**src/smx_pkg.sv**
```systemverilog
// Constants shared by the status monitor output multiplexer
package smx_pkg;
  ////////////////////////////////////////////////////////////////////////////
  // Clock and pulse timing
  localparam int CLK_MHZ = 200;
  localparam int QUAD_DONE_NS = 480;
  localparam int FILT_READY_NS = 65;
  localparam int QUAD_DONE_CYC = (QUAD_DONE_NS * CLK_MHZ + 999) / 1000;
  localparam int FILT_READY_CYC = (FILT_READY_NS * CLK_MHZ + 999) / 1000;
  localparam int ADC_READY_CYC = 1;
  ////////////////////////////////////////////////////////////////////////////
  // Register map, byte addresses
  localparam logic [7:0] CTRL_OFFSET = 8'h00;
  localparam logic [7:0] STATUS_OFFSET = 8'h04;
  // Control register fields
  localparam int CTRL_SEL_LSB = 0;
  localparam int CTRL_FAST_BIT = 8;
  localparam int CTRL_FREEZE_BIT = 9;
  localparam logic [7:0] SEL_RESET = 8'h00;
  localparam logic FAST_RESET = 1'b0;
  localparam logic FREEZE_RESET = 1'b0;
  // Status register fields
  localparam int STAT_PINS_LSB = 0;
  localparam int STAT_FROZEN_BIT = 8;
  localparam int STAT_SAT_LSB = 9;
  localparam logic [7:0] PINS_RESET = 8'h00;
  ////////////////////////////////////////////////////////////////////////////
  // Selector codes
  localparam logic [7:0] SEL_CAL_ENABLE = 8'h0B;
  localparam logic [7:0] SEL_GAIN_FLAGS = 8'h0C;
  localparam logic [7:0] SEL_QUAD_RF = 8'h0D;
  localparam logic [7:0] SEL_BB_CAL = 8'h0E;
  localparam logic [7:0] SEL_RX1_STATE = 8'h0F;
  localparam logic [7:0] SEL_RX2_STATE = 8'h10;
  localparam logic [7:0] SEL_AUX_RESULT = 8'h11;
  localparam logic [7:0] SEL_RX1_POWER = 8'h12;
  localparam logic [7:0] SEL_RX2_POWER = 8'h13;
endpackage : smx_pkg

```
**src/smx_pulse_stretch.sv**
```systemverilog
// Stretches a one-cycle event to a fixed number of clock cycles
`timescale 1ns/10ps
module smx_pulse_stretch #(
  parameter int WIDTH_CYC = 1
) (
  // Clock and reset
  input wire logic clk,
  input wire logic rst,
  // Event in, stretched level out
  input wire logic pulse_in,
  output logic pulse_out
);
  localparam int CW = $clog2(WIDTH_CYC + 1);
  localparam logic [CW-1:0] LOAD = CW'(WIDTH_CYC);

  generate
    if (WIDTH_CYC < 1) begin : g_bad
      $error("smx_pulse_stretch needs WIDTH_CYC of at least one");
    end
  endgenerate

  logic [CW-1:0] cnt_reg;
  logic [CW-1:0] cnt_next;

  // A new event restarts the count, so back-to-back events merge
  assign cnt_next = pulse_in ? LOAD : ((cnt_reg != '0) ? cnt_reg - CW'(1) : cnt_reg);
  assign pulse_out = (cnt_reg != '0);

  always_ff @(posedge clk) begin
    if (rst) begin
      cnt_reg <= '0;
    end else begin
      cnt_reg <= cnt_next;
    end
  end
endmodule : smx_pulse_stretch

```
**src/smx_sat_flag.sv**
```systemverilog
// Sticky digital saturation flag for one receive channel
`timescale 1ns/10ps
module smx_sat_flag (
  // Clock and reset
  input wire logic clk,
  input wire logic rst,
  // Channel conditions
  input wire logic overload,
  input wire logic gain_change,
  input wire logic peak_reset,
  // Flag
  output logic sat_flag
);
  logic flag_reg;
  logic flag_next;

  // Gain change clears; detection is blind while peak detectors sit in reset
  assign flag_next = gain_change ? 1'b0 : ((overload && !peak_reset) ? 1'b1 : flag_reg);
  assign sat_flag = flag_reg;

  always_ff @(posedge clk) begin
    if (rst) begin
      flag_reg <= 1'b0;
    end else begin
      flag_reg <= flag_next;
    end
  end
endmodule : smx_sat_flag

```
**src/smx_monitor_mux.sv**
```systemverilog
// Status monitor multiplexer driving the eight control output pins
//
// The implementer's own choices: the register addresses and the Wishbone slave port.
`timescale 1ns/10ps

// Notes on behaviour
// - 0x0B: sequencer state high, enable state low
// - Baseband offset calibration shows sequencer state 0x2
// - Alert state reports enable state five
// - 0x0C: energy-lost flags on pins seven, five
// - 0x0C: peak reset flags on pins six, four
// - 0x0C: pin three frozen gain, only after lock
// - Saturation flag sticky until gain changes
// - Saturation cannot set during peak detector reset
// - 0x0D: quadrature calibration states on two pin pairs
// - 0x0D: quadrature done pulse, about 480 ns
// - 0x0D: pin four RF offset calibration active
// - 0x0E: pin four baseband or RF calibration
// - 0x0F: Rx1 gain state, peak resets, RF state
// - 0x10: Rx2 gain state, strength valid, RF state
// - 0x11: converter result bits eleven to four
// - 0x12: filter power ready pulse, about 65 ns
// - 0x12: converter power ready pulse per word
// - 0x12: Rx1 lock, lost, stronger, gain state
// - 0x13: same groups mirrored for Rx2
// - Energy lost only in fast mode, level
// - Gain lock only in fast mode, level
// - Slow mode gain state never sets top bit
// - Stronger signal only in fast mode, level
module smx_monitor_mux
  import smx_pkg::*;
#(
  // Pulse widths in cycles; defaults round the profile times up
  parameter int QUAD_DONE_WIDTH = QUAD_DONE_CYC,
  parameter int FILT_READY_WIDTH = FILT_READY_CYC,
  parameter int CONV_READY_WIDTH = ADC_READY_CYC
) (
  // Clock and reset
  input wire logic MCLK,
  input wire logic RST,
  // Wishbone slave
  input wire logic WB_CYC_I,
  input wire logic WB_STB_I,
  input wire logic WB_WE_I,
  input wire logic [7:0] WB_ADR_I,
  input wire logic [3:0] WB_SEL_I,
  input wire logic [31:0] WB_DAT_I,
  output logic [31:0] WB_DAT_O,
  output logic WB_ACK_O,
  // Calibration and enable state machines
  input wire logic [3:0] CAL_SEQ_STATE,
  input wire logic [3:0] ENABLE_STATE_MACHINE_STATE,
  input wire logic RF_OFFSET_CALIBRATION_ACTIVE,
  input wire logic BASEBAND_OFFSET_CALIBRATION_ACTIVE,
  // Transmit quadrature calibration, bit 0 Tx1, bit 1 Tx2
  input wire logic [1:0] QUAD_CAL_STATE_TX1,
  input wire logic [1:0] QUAD_CAL_STATE_TX2,
  input wire logic [1:0] QUAD_CAL_DONE,
  // Receive gain control, bit 0 Rx1, bit 1 Rx2
  input wire logic [2:0] AUTO_GAIN_STATE_RX1,
  input wire logic [2:0] AUTO_GAIN_STATE_RX2,
  input wire logic [1:0] GAIN_LOCK,
  input wire logic [1:0] ENERGY_LOST,
  input wire logic [1:0] STRONGER_SIGNAL,
  input wire logic [1:0] PEAK_RESET,
  input wire logic [1:0] DIGITAL_OVERLOAD,
  input wire logic [1:0] GAIN_CHANGE,
  input wire logic [1:0] SIGNAL_STRENGTH_VALID,
  input wire logic [1:0] FILTER_POWER_EVENT,
  input wire logic [1:0] CONVERTER_POWER_EVENT,
  input wire logic [1:0] CONVERTER_POWER_FOR_GAIN,
  // Receive RF offset calibration states
  input wire logic [1:0] RF_OFFSET_CALIBRATION_STATE_RX1,
  input wire logic [1:0] RF_OFFSET_CALIBRATION_STATE_RX2,
  // Auxiliary converter
  input wire logic [11:0] AUXILIARY_CONVERTER_RESULT,
  // Monitor pins
  output logic [7:0] CTRL_OUT
);

  ////////////////////////////////////////////////////////////////////////////
  // Parameter checks
  // A zero width would hide a pulse from the observer
  generate
    if (QUAD_DONE_WIDTH < 1) begin : g_bad_quad
      $error("smx_monitor_mux needs QUAD_DONE_WIDTH of at least one");
    end
    if (FILT_READY_WIDTH < 1) begin : g_bad_filt
      $error("smx_monitor_mux needs FILT_READY_WIDTH of at least one");
    end
    if (CONV_READY_WIDTH < 1) begin : g_bad_conv
      $error("smx_monitor_mux needs CONV_READY_WIDTH of at least one");
    end
  endgenerate

  ////////////////////////////////////////////////////////////////////////////
  // Wishbone register access
  logic ack_reg;
  logic [31:0] rdata_reg;
  logic [7:0] sel_reg;
  logic fast_reg;
  logic freeze_req_reg;
  logic frozen_reg;
  logic [7:0] pins_reg;
  logic [7:0] pins_next;
  logic [1:0] sat_flag;
  logic [31:0] rdata_next;

  // One request per ack; a strobe held on is not taken twice
  wire req = WB_CYC_I && WB_STB_I && !ack_reg;
  wire hit_ctrl = (WB_ADR_I == CTRL_OFFSET);
  wire hit_status = (WB_ADR_I == STATUS_OFFSET);
  // Writes land on the edge the master samples ack, while its request still stands
  wire wr_take = WB_CYC_I && WB_STB_I && ack_reg && WB_WE_I;
  wire wr_ctrl = wr_take && hit_ctrl;
  wire wr_byte0 = wr_ctrl && WB_SEL_I[0];
  wire wr_byte1 = wr_ctrl && WB_SEL_I[1];

  wire [31:0] ctrl_view = {22'h00_0000, freeze_req_reg, fast_reg, sel_reg};
  // Frozen and both saturation flags sit above the pins
  wire [31:0] status_view = {21'h00_0000, sat_flag, frozen_reg, pins_reg};

  // Unmapped addresses still answer, reading zero and dropping writes
  assign rdata_next = hit_ctrl ? ctrl_view : (hit_status ? status_view : 32'h0000_0000);
  assign WB_ACK_O = ack_reg;
  assign WB_DAT_O = rdata_reg;

  // Registered ack costs a wait state but keeps decode off the bus path
  always_ff @(posedge MCLK) begin
    if (RST) begin
      ack_reg <= 1'b0;
      rdata_reg <= 32'h0000_0000;
    end else begin
      ack_reg <= req;
      rdata_reg <= req ? rdata_next : rdata_reg;
    end
  end

  // Selector and mode bits
  always_ff @(posedge MCLK) begin
    if (RST) begin
      sel_reg <= SEL_RESET;
      fast_reg <= FAST_RESET;
      freeze_req_reg <= FREEZE_RESET;
    end else begin
      if (wr_byte0) begin
        sel_reg <= WB_DAT_I[CTRL_SEL_LSB +: 8];
      end
      if (wr_byte1) begin
        fast_reg <= WB_DAT_I[CTRL_FAST_BIT];
        freeze_req_reg <= WB_DAT_I[CTRL_FREEZE_BIT];
      end
    end
  end

  ////////////////////////////////////////////////////////////////////////////
  // Gain freeze
  // A request before lock waits; once frozen it holds until withdrawn
  wire any_lock = fast_reg && (GAIN_LOCK != 2'b00);
  wire frozen_next = freeze_req_reg && (frozen_reg || any_lock);

  always_ff @(posedge MCLK) begin
    if (RST) begin
      frozen_reg <= 1'b0;
    end else begin
      frozen_reg <= frozen_next;
    end
  end

  ////////////////////////////////////////////////////////////////////////////
  // Per channel flag conditioning
  logic [1:0] lock_flag;
  logic [1:0] lost_flag;
  logic [1:0] strong_flag;
  logic [1:0] filt_ready;
  logic [1:0] conv_ready;
  logic [1:0] quad_done;

  // Pin map fixes two receive and two transmit channels
  localparam int NUM_CH = 2;
  genvar ch;
  generate
    for (ch = 0; ch < NUM_CH; ch++) begin : g_chan
      // Fast mode only; the slow controller has no such conditions
      assign lock_flag[ch] = fast_reg && GAIN_LOCK[ch];
      assign lost_flag[ch] = fast_reg && ENERGY_LOST[ch];
      assign strong_flag[ch] = fast_reg && STRONGER_SIGNAL[ch];

      smx_sat_flag u_sat (
        .clk(MCLK),
        .rst(RST),
        .overload(DIGITAL_OVERLOAD[ch]),
        .gain_change(GAIN_CHANGE[ch]),
        .peak_reset(PEAK_RESET[ch]),
        .sat_flag(sat_flag[ch])
      );

      smx_pulse_stretch #(
        .WIDTH_CYC(FILT_READY_WIDTH)
      ) u_filt (
        .clk(MCLK),
        .rst(RST),
        .pulse_in(FILTER_POWER_EVENT[ch]),
        .pulse_out(filt_ready[ch])
      );

      // Only meaningful while converter power feeds gain control
      wire conv_event = CONVERTER_POWER_EVENT[ch] && CONVERTER_POWER_FOR_GAIN[ch];
      smx_pulse_stretch #(
        .WIDTH_CYC(CONV_READY_WIDTH)
      ) u_conv (
        .clk(MCLK),
        .rst(RST),
        .pulse_in(conv_event),
        .pulse_out(conv_ready[ch])
      );

      smx_pulse_stretch #(
        .WIDTH_CYC(QUAD_DONE_WIDTH)
      ) u_quad (
        .clk(MCLK),
        .rst(RST),
        .pulse_in(QUAD_CAL_DONE[ch]),
        .pulse_out(quad_done[ch])
      );
    end
  endgenerate

  ////////////////////////////////////////////////////////////////////////////
  // Gain state fields
  // Slow controller has four states; mask the top bit against stray values
  wire [2:0] gain_state_rx1 = fast_reg ? AUTO_GAIN_STATE_RX1 : {1'b0, AUTO_GAIN_STATE_RX1[1:0]};
  wire [2:0] gain_state_rx2 = fast_reg ? AUTO_GAIN_STATE_RX2 : {1'b0, AUTO_GAIN_STATE_RX2[1:0]};

  ////////////////////////////////////////////////////////////////////////////
  // Pin groups, one per selector code
  // States pass through unchanged: calibration 0x2, alert 5
  wire [7:0] grp_cal_enable = {CAL_SEQ_STATE, ENABLE_STATE_MACHINE_STATE};

  wire [7:0] grp_gain_flags = {
    lost_flag[0],
    PEAK_RESET[0],
    lost_flag[1],
    PEAK_RESET[1],
    frozen_reg,
    sat_flag[0],
    sat_flag[1],
    1'b0
  };

  wire [7:0] grp_quad_rf = {
    QUAD_CAL_STATE_TX1,
    quad_done[0],
    RF_OFFSET_CALIBRATION_ACTIVE,
    QUAD_CAL_STATE_TX2,
    quad_done[1],
    1'b0
  };

  // Any offset calibration, baseband or RF, raises the pin
  wire offset_cal_any = BASEBAND_OFFSET_CALIBRATION_ACTIVE || RF_OFFSET_CALIBRATION_ACTIVE;
  wire [7:0] grp_bb_cal = {3'b000, offset_cal_any, 4'h0};

  wire [7:0] grp_rx1_state = {
    gain_state_rx1,
    PEAK_RESET[0],
    PEAK_RESET[1],
    RF_OFFSET_CALIBRATION_STATE_RX1,
    1'b0
  };

  wire [7:0] grp_rx2_state = {
    gain_state_rx2,
    SIGNAL_STRENGTH_VALID[1],
    SIGNAL_STRENGTH_VALID[0],
    RF_OFFSET_CALIBRATION_STATE_RX2,
    1'b0
  };

  wire [7:0] grp_aux = AUXILIARY_CONVERTER_RESULT[11:4];

  wire [7:0] grp_rx1_power = {
    filt_ready[0],
    lock_flag[0],
    lost_flag[0],
    strong_flag[0],
    conv_ready[0],
    gain_state_rx1
  };

  wire [7:0] grp_rx2_power = {
    filt_ready[1],
    lock_flag[1],
    lost_flag[1],
    strong_flag[1],
    conv_ready[1],
    gain_state_rx2
  };

  ////////////////////////////////////////////////////////////////////////////
  // Selection
  wire is_cal = (sel_reg == SEL_CAL_ENABLE);
  wire is_gain = (sel_reg == SEL_GAIN_FLAGS);
  wire is_quad = (sel_reg == SEL_QUAD_RF);
  wire is_bb = (sel_reg == SEL_BB_CAL);
  wire is_rx1s = (sel_reg == SEL_RX1_STATE);
  wire is_rx2s = (sel_reg == SEL_RX2_STATE);
  wire is_aux = (sel_reg == SEL_AUX_RESULT);
  wire is_rx1p = (sel_reg == SEL_RX1_POWER);
  wire is_rx2p = (sel_reg == SEL_RX2_POWER);

  // Exact compares, so a stray code can never mix two groups
  // Codes outside this block's range drive every pin low
  assign pins_next =
    is_cal ? grp_cal_enable :
    is_gain ? grp_gain_flags :
    is_quad ? grp_quad_rf :
    is_bb ? grp_bb_cal :
    is_rx1s ? grp_rx1_state :
    is_rx2s ? grp_rx2_state :
    is_aux ? grp_aux :
    is_rx1p ? grp_rx1_power :
    is_rx2p ? grp_rx2_power :
    8'h00;

  // One register stage so all pins change on the same edge
  // Costs a cycle of latency, but the pins never glitch
  always_ff @(posedge MCLK) begin
    if (RST) begin
      pins_reg <= PINS_RESET;
    end else begin
      pins_reg <= pins_next;
    end
  end

  // Pins come straight from flops, never from the mux
  assign CTRL_OUT = pins_reg;

endmodule : smx_monitor_mux

```
**config.mk**
```make
export PLATFORM = sky130hd
export DESIGN_NAME = smx_monitor_mux
export DESIGN_NICKNAME = d
export VERILOG_FILES = /design/src/smx_pkg.sv /design/src/smx_pulse_stretch.sv /design/src/smx_sat_flag.sv /design/src/smx_monitor_mux.sv
export SDC_FILE = /design/constraint.sdc
export NUM_CORES = 1
export LEC_CHECK = 0
export ABC_AREA = 1
export BUFFER_PORTS_ARGS = -buffer_cell sky130_fd_sc_hd__buf_2
export CAP_MARGIN = 20
export CORE_MARGIN = 5
export CORE_UTILIZATION = 28
export DETAILED_ROUTE_END_ITERATION = 7
export SLEW_MARGIN = 10
export SYNTH_ARGS = -nofsm -noshare
export SYNTH_HDL_FRONTEND = slang
export SYNTH_SLANG_ARGS = --single-unit
```
**constraint.sdc**
```tcl
create_clock -name MCLK -period 2.18 [get_ports MCLK]
set_input_delay 0 -clock MCLK [delete_from_list [all_inputs] [get_ports MCLK]]
set_output_delay 0 -clock MCLK [all_outputs]
set_load 0.1 [all_outputs]
```
After elaboration in Yosys (flattened, before gate mapping)
Cells that the tools add are included.

storage, ports and cells
  flip-flop bits (word level) = 78
  output and inout port bits = 41
  word-level logic and storage cells = 100

cells by class
  add/sub/neg operators = 6
  eq/ne operators = 10
  multiplexer cells = 25
  reductions and logical operators = 40

operator list
  cell                   number
  $mux W8                9
  $eq A8 B4 Y1 const B   5
  $eq A8 B5 Y1 const B   4
  $mux W7                4
  $mux W11               2
  $logic_and A1 B1 Y1    19
  $mux W4                4
  $reduce_bool A7 Y1     2
  $sub A7 B1 Y7 const B  2
  $reduce_or A2 Y1       6
  $reduce_bool A2 Y1     5
  $eq A8 B3 Y1 const B   1
  $logic_not A8 Y1       1
  $reduce_bool A4 Y1     2
  $sub A4 B1 Y4 const B  2
  $mux W3                2
  $mux W1                4
  $logic_not A1 Y1       3
  $logic_or A1 B1 Y1     2
  $sub A1 B1 Y1 const B  2

Depth between registers and ports, before layout
  depth in word-level cells = 10
  gate-level depth with buffers = 13
  depth with buffers taken out = 13

Cells and area by module
From an unflattened synthesis, not the netlist that was laid out.

second synthesis, totals
  cells, all modules = 563
  area total of the unflattened synthesis = 3,563.4 um^2

by module, submodules not included
  module                                     instances  cells an instance  area an instance (um^2)  sequential area each (um^2)
  smx_monitor_mux                            1          379                2,220.9                  620.6
  smx_pulse_stretch at g_chan[0].u_filt ...  2          33                 219.0                    80.1
  smx_pulse_stretch at g_chan[1].u_quad      1          48                 372.9                    140.1
  smx_pulse_stretch at g_chan[0].u_quad      1          48                 369.1                    140.1
  smx_sat_flag                               2          8                  51.3                     20.0
  smx_pulse_stretch at g_chan[0].u_conv ...  2          3                  30.0                     20.0

Worst setup path after synthesis
Ideal clock, no wire load.

  path kind = reg-to-reg
  start point = register ack_reg, in the netlist WB_ACK_O
  end point = register sel_reg[6]
  setup time = 0.119 ns
  arrival = 1.698 ns
  slack = 0.363 ns
  cell stages (with the launch flop) = 7
  clock period less this slack = 1.817 ns
  cell sequence = dfxtp_1 > nand2_1 > nor2_1 > nand3_2 > buf_2 > o21ai_0 > a21oi_1

on the way
  longest elaborated chain between the ends = 4

RTL lines
  item                               RTL line                source
  start: declaration                 smx_monitor_mux.sv:98   logic ack_reg;
  start signal: assignment           smx_monitor_mux.sv:134  ack_reg <= req;
  $logic_and A1 B1 Y1 (2 in series)  smx_monitor_mux.sv:114  wire wr_take = WB_CYC_I && WB_STB_I && ack_reg && WB_WE_I;
  $logic_and A1 B1 Y1                smx_monitor_mux.sv:115  wire wr_ctrl = wr_take && hit_ctrl;
  $logic_and A1 B1 Y1                smx_monitor_mux.sv:116  wire wr_byte0 = wr_ctrl && WB_SEL_I[0];
  end signal: assignment             smx_monitor_mux.sv:147  sel_reg <= WB_DAT_I[CTRL_SEL_LSB +: 8];
  end: declaration                   smx_monitor_mux.sv:100  logic [7:0] sel_reg;

No other way between the ends.
A chain may end at the register's enable or synchronous reset.

Worst setup path after layout
  start point = register sel_reg[2]
  end point = register pins_reg[0], in the netlist CTRL_OUT[0]

on the way
  longest elaborated chain between the ends = 10

RTL lines
  item                    RTL line                source
  $eq A8 B5 Y1            smx_monitor_mux.sv:310  wire is_rx2p = (sel_reg == SEL_RX2_POWER);
  $mux W8                 smx_monitor_mux.sv:323  is_rx2p ? grp_rx2_power :
  $mux W8                 smx_monitor_mux.sv:322  is_rx1p ? grp_rx1_power :
  $mux W8                 smx_monitor_mux.sv:321  is_aux ? grp_aux :
  $mux W8                 smx_monitor_mux.sv:320  is_rx2s ? grp_rx2_state :
  $mux W8                 smx_monitor_mux.sv:319  is_rx1s ? grp_rx1_state :
  $mux W8                 smx_monitor_mux.sv:318  is_bb ? grp_bb_cal :
  $mux W8                 smx_monitor_mux.sv:317  is_quad ? grp_quad_rf :
  $mux W8                 smx_monitor_mux.sv:316  is_gain ? grp_gain_flags :
  $mux W8 (*)             smx_monitor_mux.sv:315  is_cal ? grp_cal_enable :
  end signal: assignment  smx_monitor_mux.sv:332  pins_reg <= pins_next;
  end: declaration        smx_monitor_mux.sv:104  logic [7:0] pins_reg;

Mark *: on every way between the ends. The rest lies on a longest branch, timed or not.

==> impl.org <==
** Run status
- The run finished with clean final reports.

** Die
- The floorplan has 39 rows.
- Core region area :: 0.0114 mm²
- DIE HEIGHT :: 118 µm
- Total Die Area :: 0.0138 mm²
- Starting Density :: 28.5%
- For this design the top-level I/O count stands at 148.
- The die is 118 µm wide.

** Synthesis
- Cell types occupying the most area after synthesis :: sky130_fd_sc_hd__dfxtp_1 (35%), sky130_fd_sc_hd__nand2_1 (12%), sky130_fd_sc_hd__inv_1 (7.5%)
- Summing every instance area after synthesis gives 0.00324 mm².
- Yosys warns :: 0
- sky130_fd_sc_hd__nand2_1 is the most common cell in the netlist.
- Number of storage elements in the synthesis netlist :: 57
- The most used flip-flop cell after synthesis is sky130_fd_sc_hd__dfxtp_1.
- Synthesis produced a netlist whose cell count is 468.
- In this run, synthesis inferred 0 flip-flops with an integrated enable.
- Ranking of synthesized cells by instance count :: sky130_fd_sc_hd__nand2_1 (106), sky130_fd_sc_hd__inv_1 (65), sky130_fd_sc_hd__dfxtp_1 (57)
- For this run, asynchronously set or reset flops after synthesis account for 0%.
- Count of distinct cell types in the synthesized netlist :: 42
- Post-synthesis average cell area :: 6.92 µm²
- Share of synthesized area occupied by flip-flops and latches :: 35.2%
- In this run the biggest area consumer among cell types represents 35.2% of the synthesized area.
- The synthesized design spends more area on one cell type than any other, namely sky130_fd_sc_hd__dfxtp_1.

** Critical path
- Arr. time, crit path :: 2.29 ns
- CP Buf/Inv Count :: 2
- Worst reg2reg path depth :: 8
- Max stage delay on crit path :: 0.60 ns
- The worst register-to-register path begins at sel_reg[2]$_SDFFE_PP0P_.
- Beginning of the critical path :: sel_reg[2]$_SDFFE_PP0P_
- At the worst endpoint, the required time is 2.38 ns.
- Grouping stages by cell kind, the critical path spends the most delay in buffers and inverters.
- The critical path runs through a total of 8 cells.
- Element type at the critical path end :: flip-flop
- CP max-delay cell :: sky130_fd_sc_hd__dlygate4sd3_1
- STA classifies the critical path startpoint as a flip-flop.
- Traced cell by cell, the critical path runs through inv_1 -> nand2_2 -> nor2_4 -> nand2_1 -> o21ai_0 -> a221oi_1 -> dlygate4sd3_1 -> nor2_1.
- The worst setup path is of the flip-flop to flip-flop kind.
- In this run the worst path has a maximum fanout of 7.

** Final layout
- Net count reported at finish :: 708
- FF+latch area :: 0.00114 mm²
- In the final layout, the share of cells above drive strength 1 is 24.2%.
- Number of filler cells placed in the layout :: 1213
- The register with the most flip-flops in the layout has 14 of them.
- Cells fill 38.4% of the core in the end.
- Layout-stage area growth over the synthesis result :: 34.7%
- Multi-input combinational cell area :: 0.00170 mm²
- Ant diodes :: 0

** Global route
- Entering global routing, the biggest net connects 22 pins.
- The first global-routing pass estimated 16.4 mm of wire.
- Global routing consumed, over all layers together, 14.7% of the routing resources.
- The total overflow left after global routing is 0.
- Number of global-route vias before repair :: 3338
- The initial antenna violation count is 0.

** Power
- Design Power :: 3.16 mW
- Share of power burned in the clock network :: 42.7%
- For this design the total switching power over the nets is 0.990 mW.
- In this run switching power makes up 31.3% of total power.
- Internal :: 2.17 mW
- IR analysis of the VDD net gives a maximum drop of 0.431 mV.
- Dividing total power by cell area gives a power density of 726 mW/mm².
- Of the total power, registers draw 36.3%.
- Leakage power total :: 2.19 nW
- The share of total power dissipated in combinational logic is 21.1%.

** Timing
- Measured against its own limit, the worst slew margin works out to 63.9%.
- Setup repair after global routing left no endpoint under its margin.
- For the pin with the worst max-slew slack, the measured transition is 0.538 ns.
- Achievable Freq :: 478 MHz
- Of the available clock period, the critical path in the final layout requires 95.9%.
- The number of pins exceeding their max-slew limit in the final report came to 0.
- Final hold violation count :: 0
- Across the routed clock network, the largest skew measured is 0.00706 ns.
- Number of setup violations in the final report :: 0
- Minimum clock period :: 2.09 ns
- Setup TNS :: 0 ns

** Route
- The first routing iteration left 227 violations.
- Residual DRC :: 0
- After detailed routing, the number of vias per cell comes to 4.59.
- For this block, the routed nets add up to 10.2 mm of wire.
- Remaining antenna violation count :: 0
- The pre-antenna-repair detailed-routing pass consisted of 4 iterations.
- In the final routed layout, each cell accounts on average for 13.8 µm.
- The routed layout has 3413 vias.

** Clock tree
- After clock tree synthesis, the clock-pin slew on the worst setup and hold paths is 0.05 ns.
- TritonCTS built the clock tree.
- At the later pin of the worst-skew pair, clock insertion delay measures 0.33 ns.
- In this run the clock root is driven by a sky130_fd_sc_hd__clkbuf_16.
- The clock passes through at most 2 buffers.
- Number of buffers inserted during clock tree synthesis :: 9
- Number of setup buffers added after CTS :: 0
- Clock tree synthesis found a total of 57 sinks.
- The H-tree was split into 3 levels.

** Hold path
- In this run the most critical hold path is launched from WB_DAT_I[1].
- The worst hold path belongs to the class input pin to flip-flop.
- Along the worst hold path, the cell count comes to 3.

** Place
- Port buffering added 98 buffers.
- Last weighted congestion value of the routability-driven placer :: 0.892
- After legalization and detailed placement, the total HPWL measured 8.12 mm.

** Job
- The tool flagged a number of max-cap violations equal to 0.
## layout by cell type, fill, tap and decap left out, types with 2 or more instances in the layout
master / count
sky130_fd_sc_hd__a21oi_1: 41
sky130_fd_sc_hd__buf_2: 98
sky130_fd_sc_hd__buf_4: 6
sky130_fd_sc_hd__clkbuf_16: 9
sky130_fd_sc_hd__clkinv_2: 4
sky130_fd_sc_hd__clkinvlp_4: 2
sky130_fd_sc_hd__conb_1: 21
sky130_fd_sc_hd__dfxtp_1: 55
sky130_fd_sc_hd__dfxtp_2: 2
sky130_fd_sc_hd__dlygate4sd3_1: 25
sky130_fd_sc_hd__ha_1: 5
sky130_fd_sc_hd__inv_1: 65
sky130_fd_sc_hd__inv_2: 2
sky130_fd_sc_hd__nand2_1: 106
sky130_fd_sc_hd__nand2_2: 2
sky130_fd_sc_hd__nand3_1: 34
sky130_fd_sc_hd__nand4_1: 9
sky130_fd_sc_hd__nor2_1: 30
sky130_fd_sc_hd__nor2_4: 4
sky130_fd_sc_hd__nor3_1: 7
sky130_fd_sc_hd__nor4_4: 2
sky130_fd_sc_hd__o211ai_1: 13
sky130_fd_sc_hd__o21ai_0: 26
sky130_fd_sc_hd__o21ai_1: 2
sky130_fd_sc_hd__or2_0: 6
sky130_fd_sc_hd__or2_2: 4
sky130_fd_sc_hd__xnor2_1: 2
## cell type report
type	instances	share of cell area, %
well taps	143	4.10
repair buffers	129	18.0
multi-input cells	329	39.0
inverters	70	6.11
flip-flops and latches	57	26.2
clock inverters	6	1.38
clock buffers	9	5.16
## worst min-delay path: stages
cell                      delay [ns]
sky130_fd_sc_hd__buf_2          0.07
sky130_fd_sc_hd__o21ai_0        0.10
sky130_fd_sc_hd__a21oi_1        0.12
## cell families after synthesis
group	Yosys count	synth area share, %
XOR/XNOR	3	0.812
flip-flops	57	35.2
other	1	0.116
buffers and inverters	102	14.7
AND/OR/NAND/NOR	214	32.5
AO/OA/AOI/OAI	86	14.6
adder cells (fa/ha/maj)	5	1.93
## power by group through the flow
stage / clock [mW] / combinational, mW / sequential (mW)
floorplan: 0 / 0.429 / 1.24
global placement: 0 / 0.617 / 1.17
detailed placement: 0 / 0.634 / 1.17
CTS: 1.38 / 0.668 / 1.15
global route: 1.43 / 0.735 / 1.15
finish: 1.35 / 0.666 / 1.15
## routing by layer
layer | part of all wire (%) | GRT usage (%) | vias to the layer above
met1 | 42 | 18.4 | 1526
met5 | 0 | 0 | -
li1 | - | - | 1735
met4 | 1.4 | 3.44 | 0
met3 | 9.5 | 5.53 | 10
met2 | 47 | 24.0 | 142
## timing repair
action                                  4_1_cts  5_1_grt
endpoints found under the setup margin        0        1
resized for setup                             0        3
hold buffers                                 25        0
endpoints found under the hold margin        24        0
## stage by stage
stage / setup WS, ns / cell area [µm²] / hold WS (ns) / std cells
floorplan: 0.363 / 3310 / 0.0768 / 488
global placement: 0.477 / 3820 / 0.165 / 703
detailed placement: 0.454 / 3820 / 0.165 / 703
CTS: 0.0879 / 4350 / 0.00124 / 743
global route: 0.0100 / 4360 / 0.0122 / 743
finish: 0.0885 / 4360 / 0.0000773 / 743
## path summary, 6_finish.rpt
| kind | endpoint | slack (ns) |
|---|---|---|
| min reg2reg | g_chan[1].u_quad.cnt_reg[0]$_SDFFE_PP0P_ | 0.44 |
| max | CTRL_OUT[0]$_SDFF_PP0_ | 0.09 |
| min | sel_reg[1]$_SDFFE_PP0P_ | 0.00008 |
| max reg2reg | CTRL_OUT[0]$_SDFF_PP0_ | 0.09 |
Power figures use the tool's default switching activity.
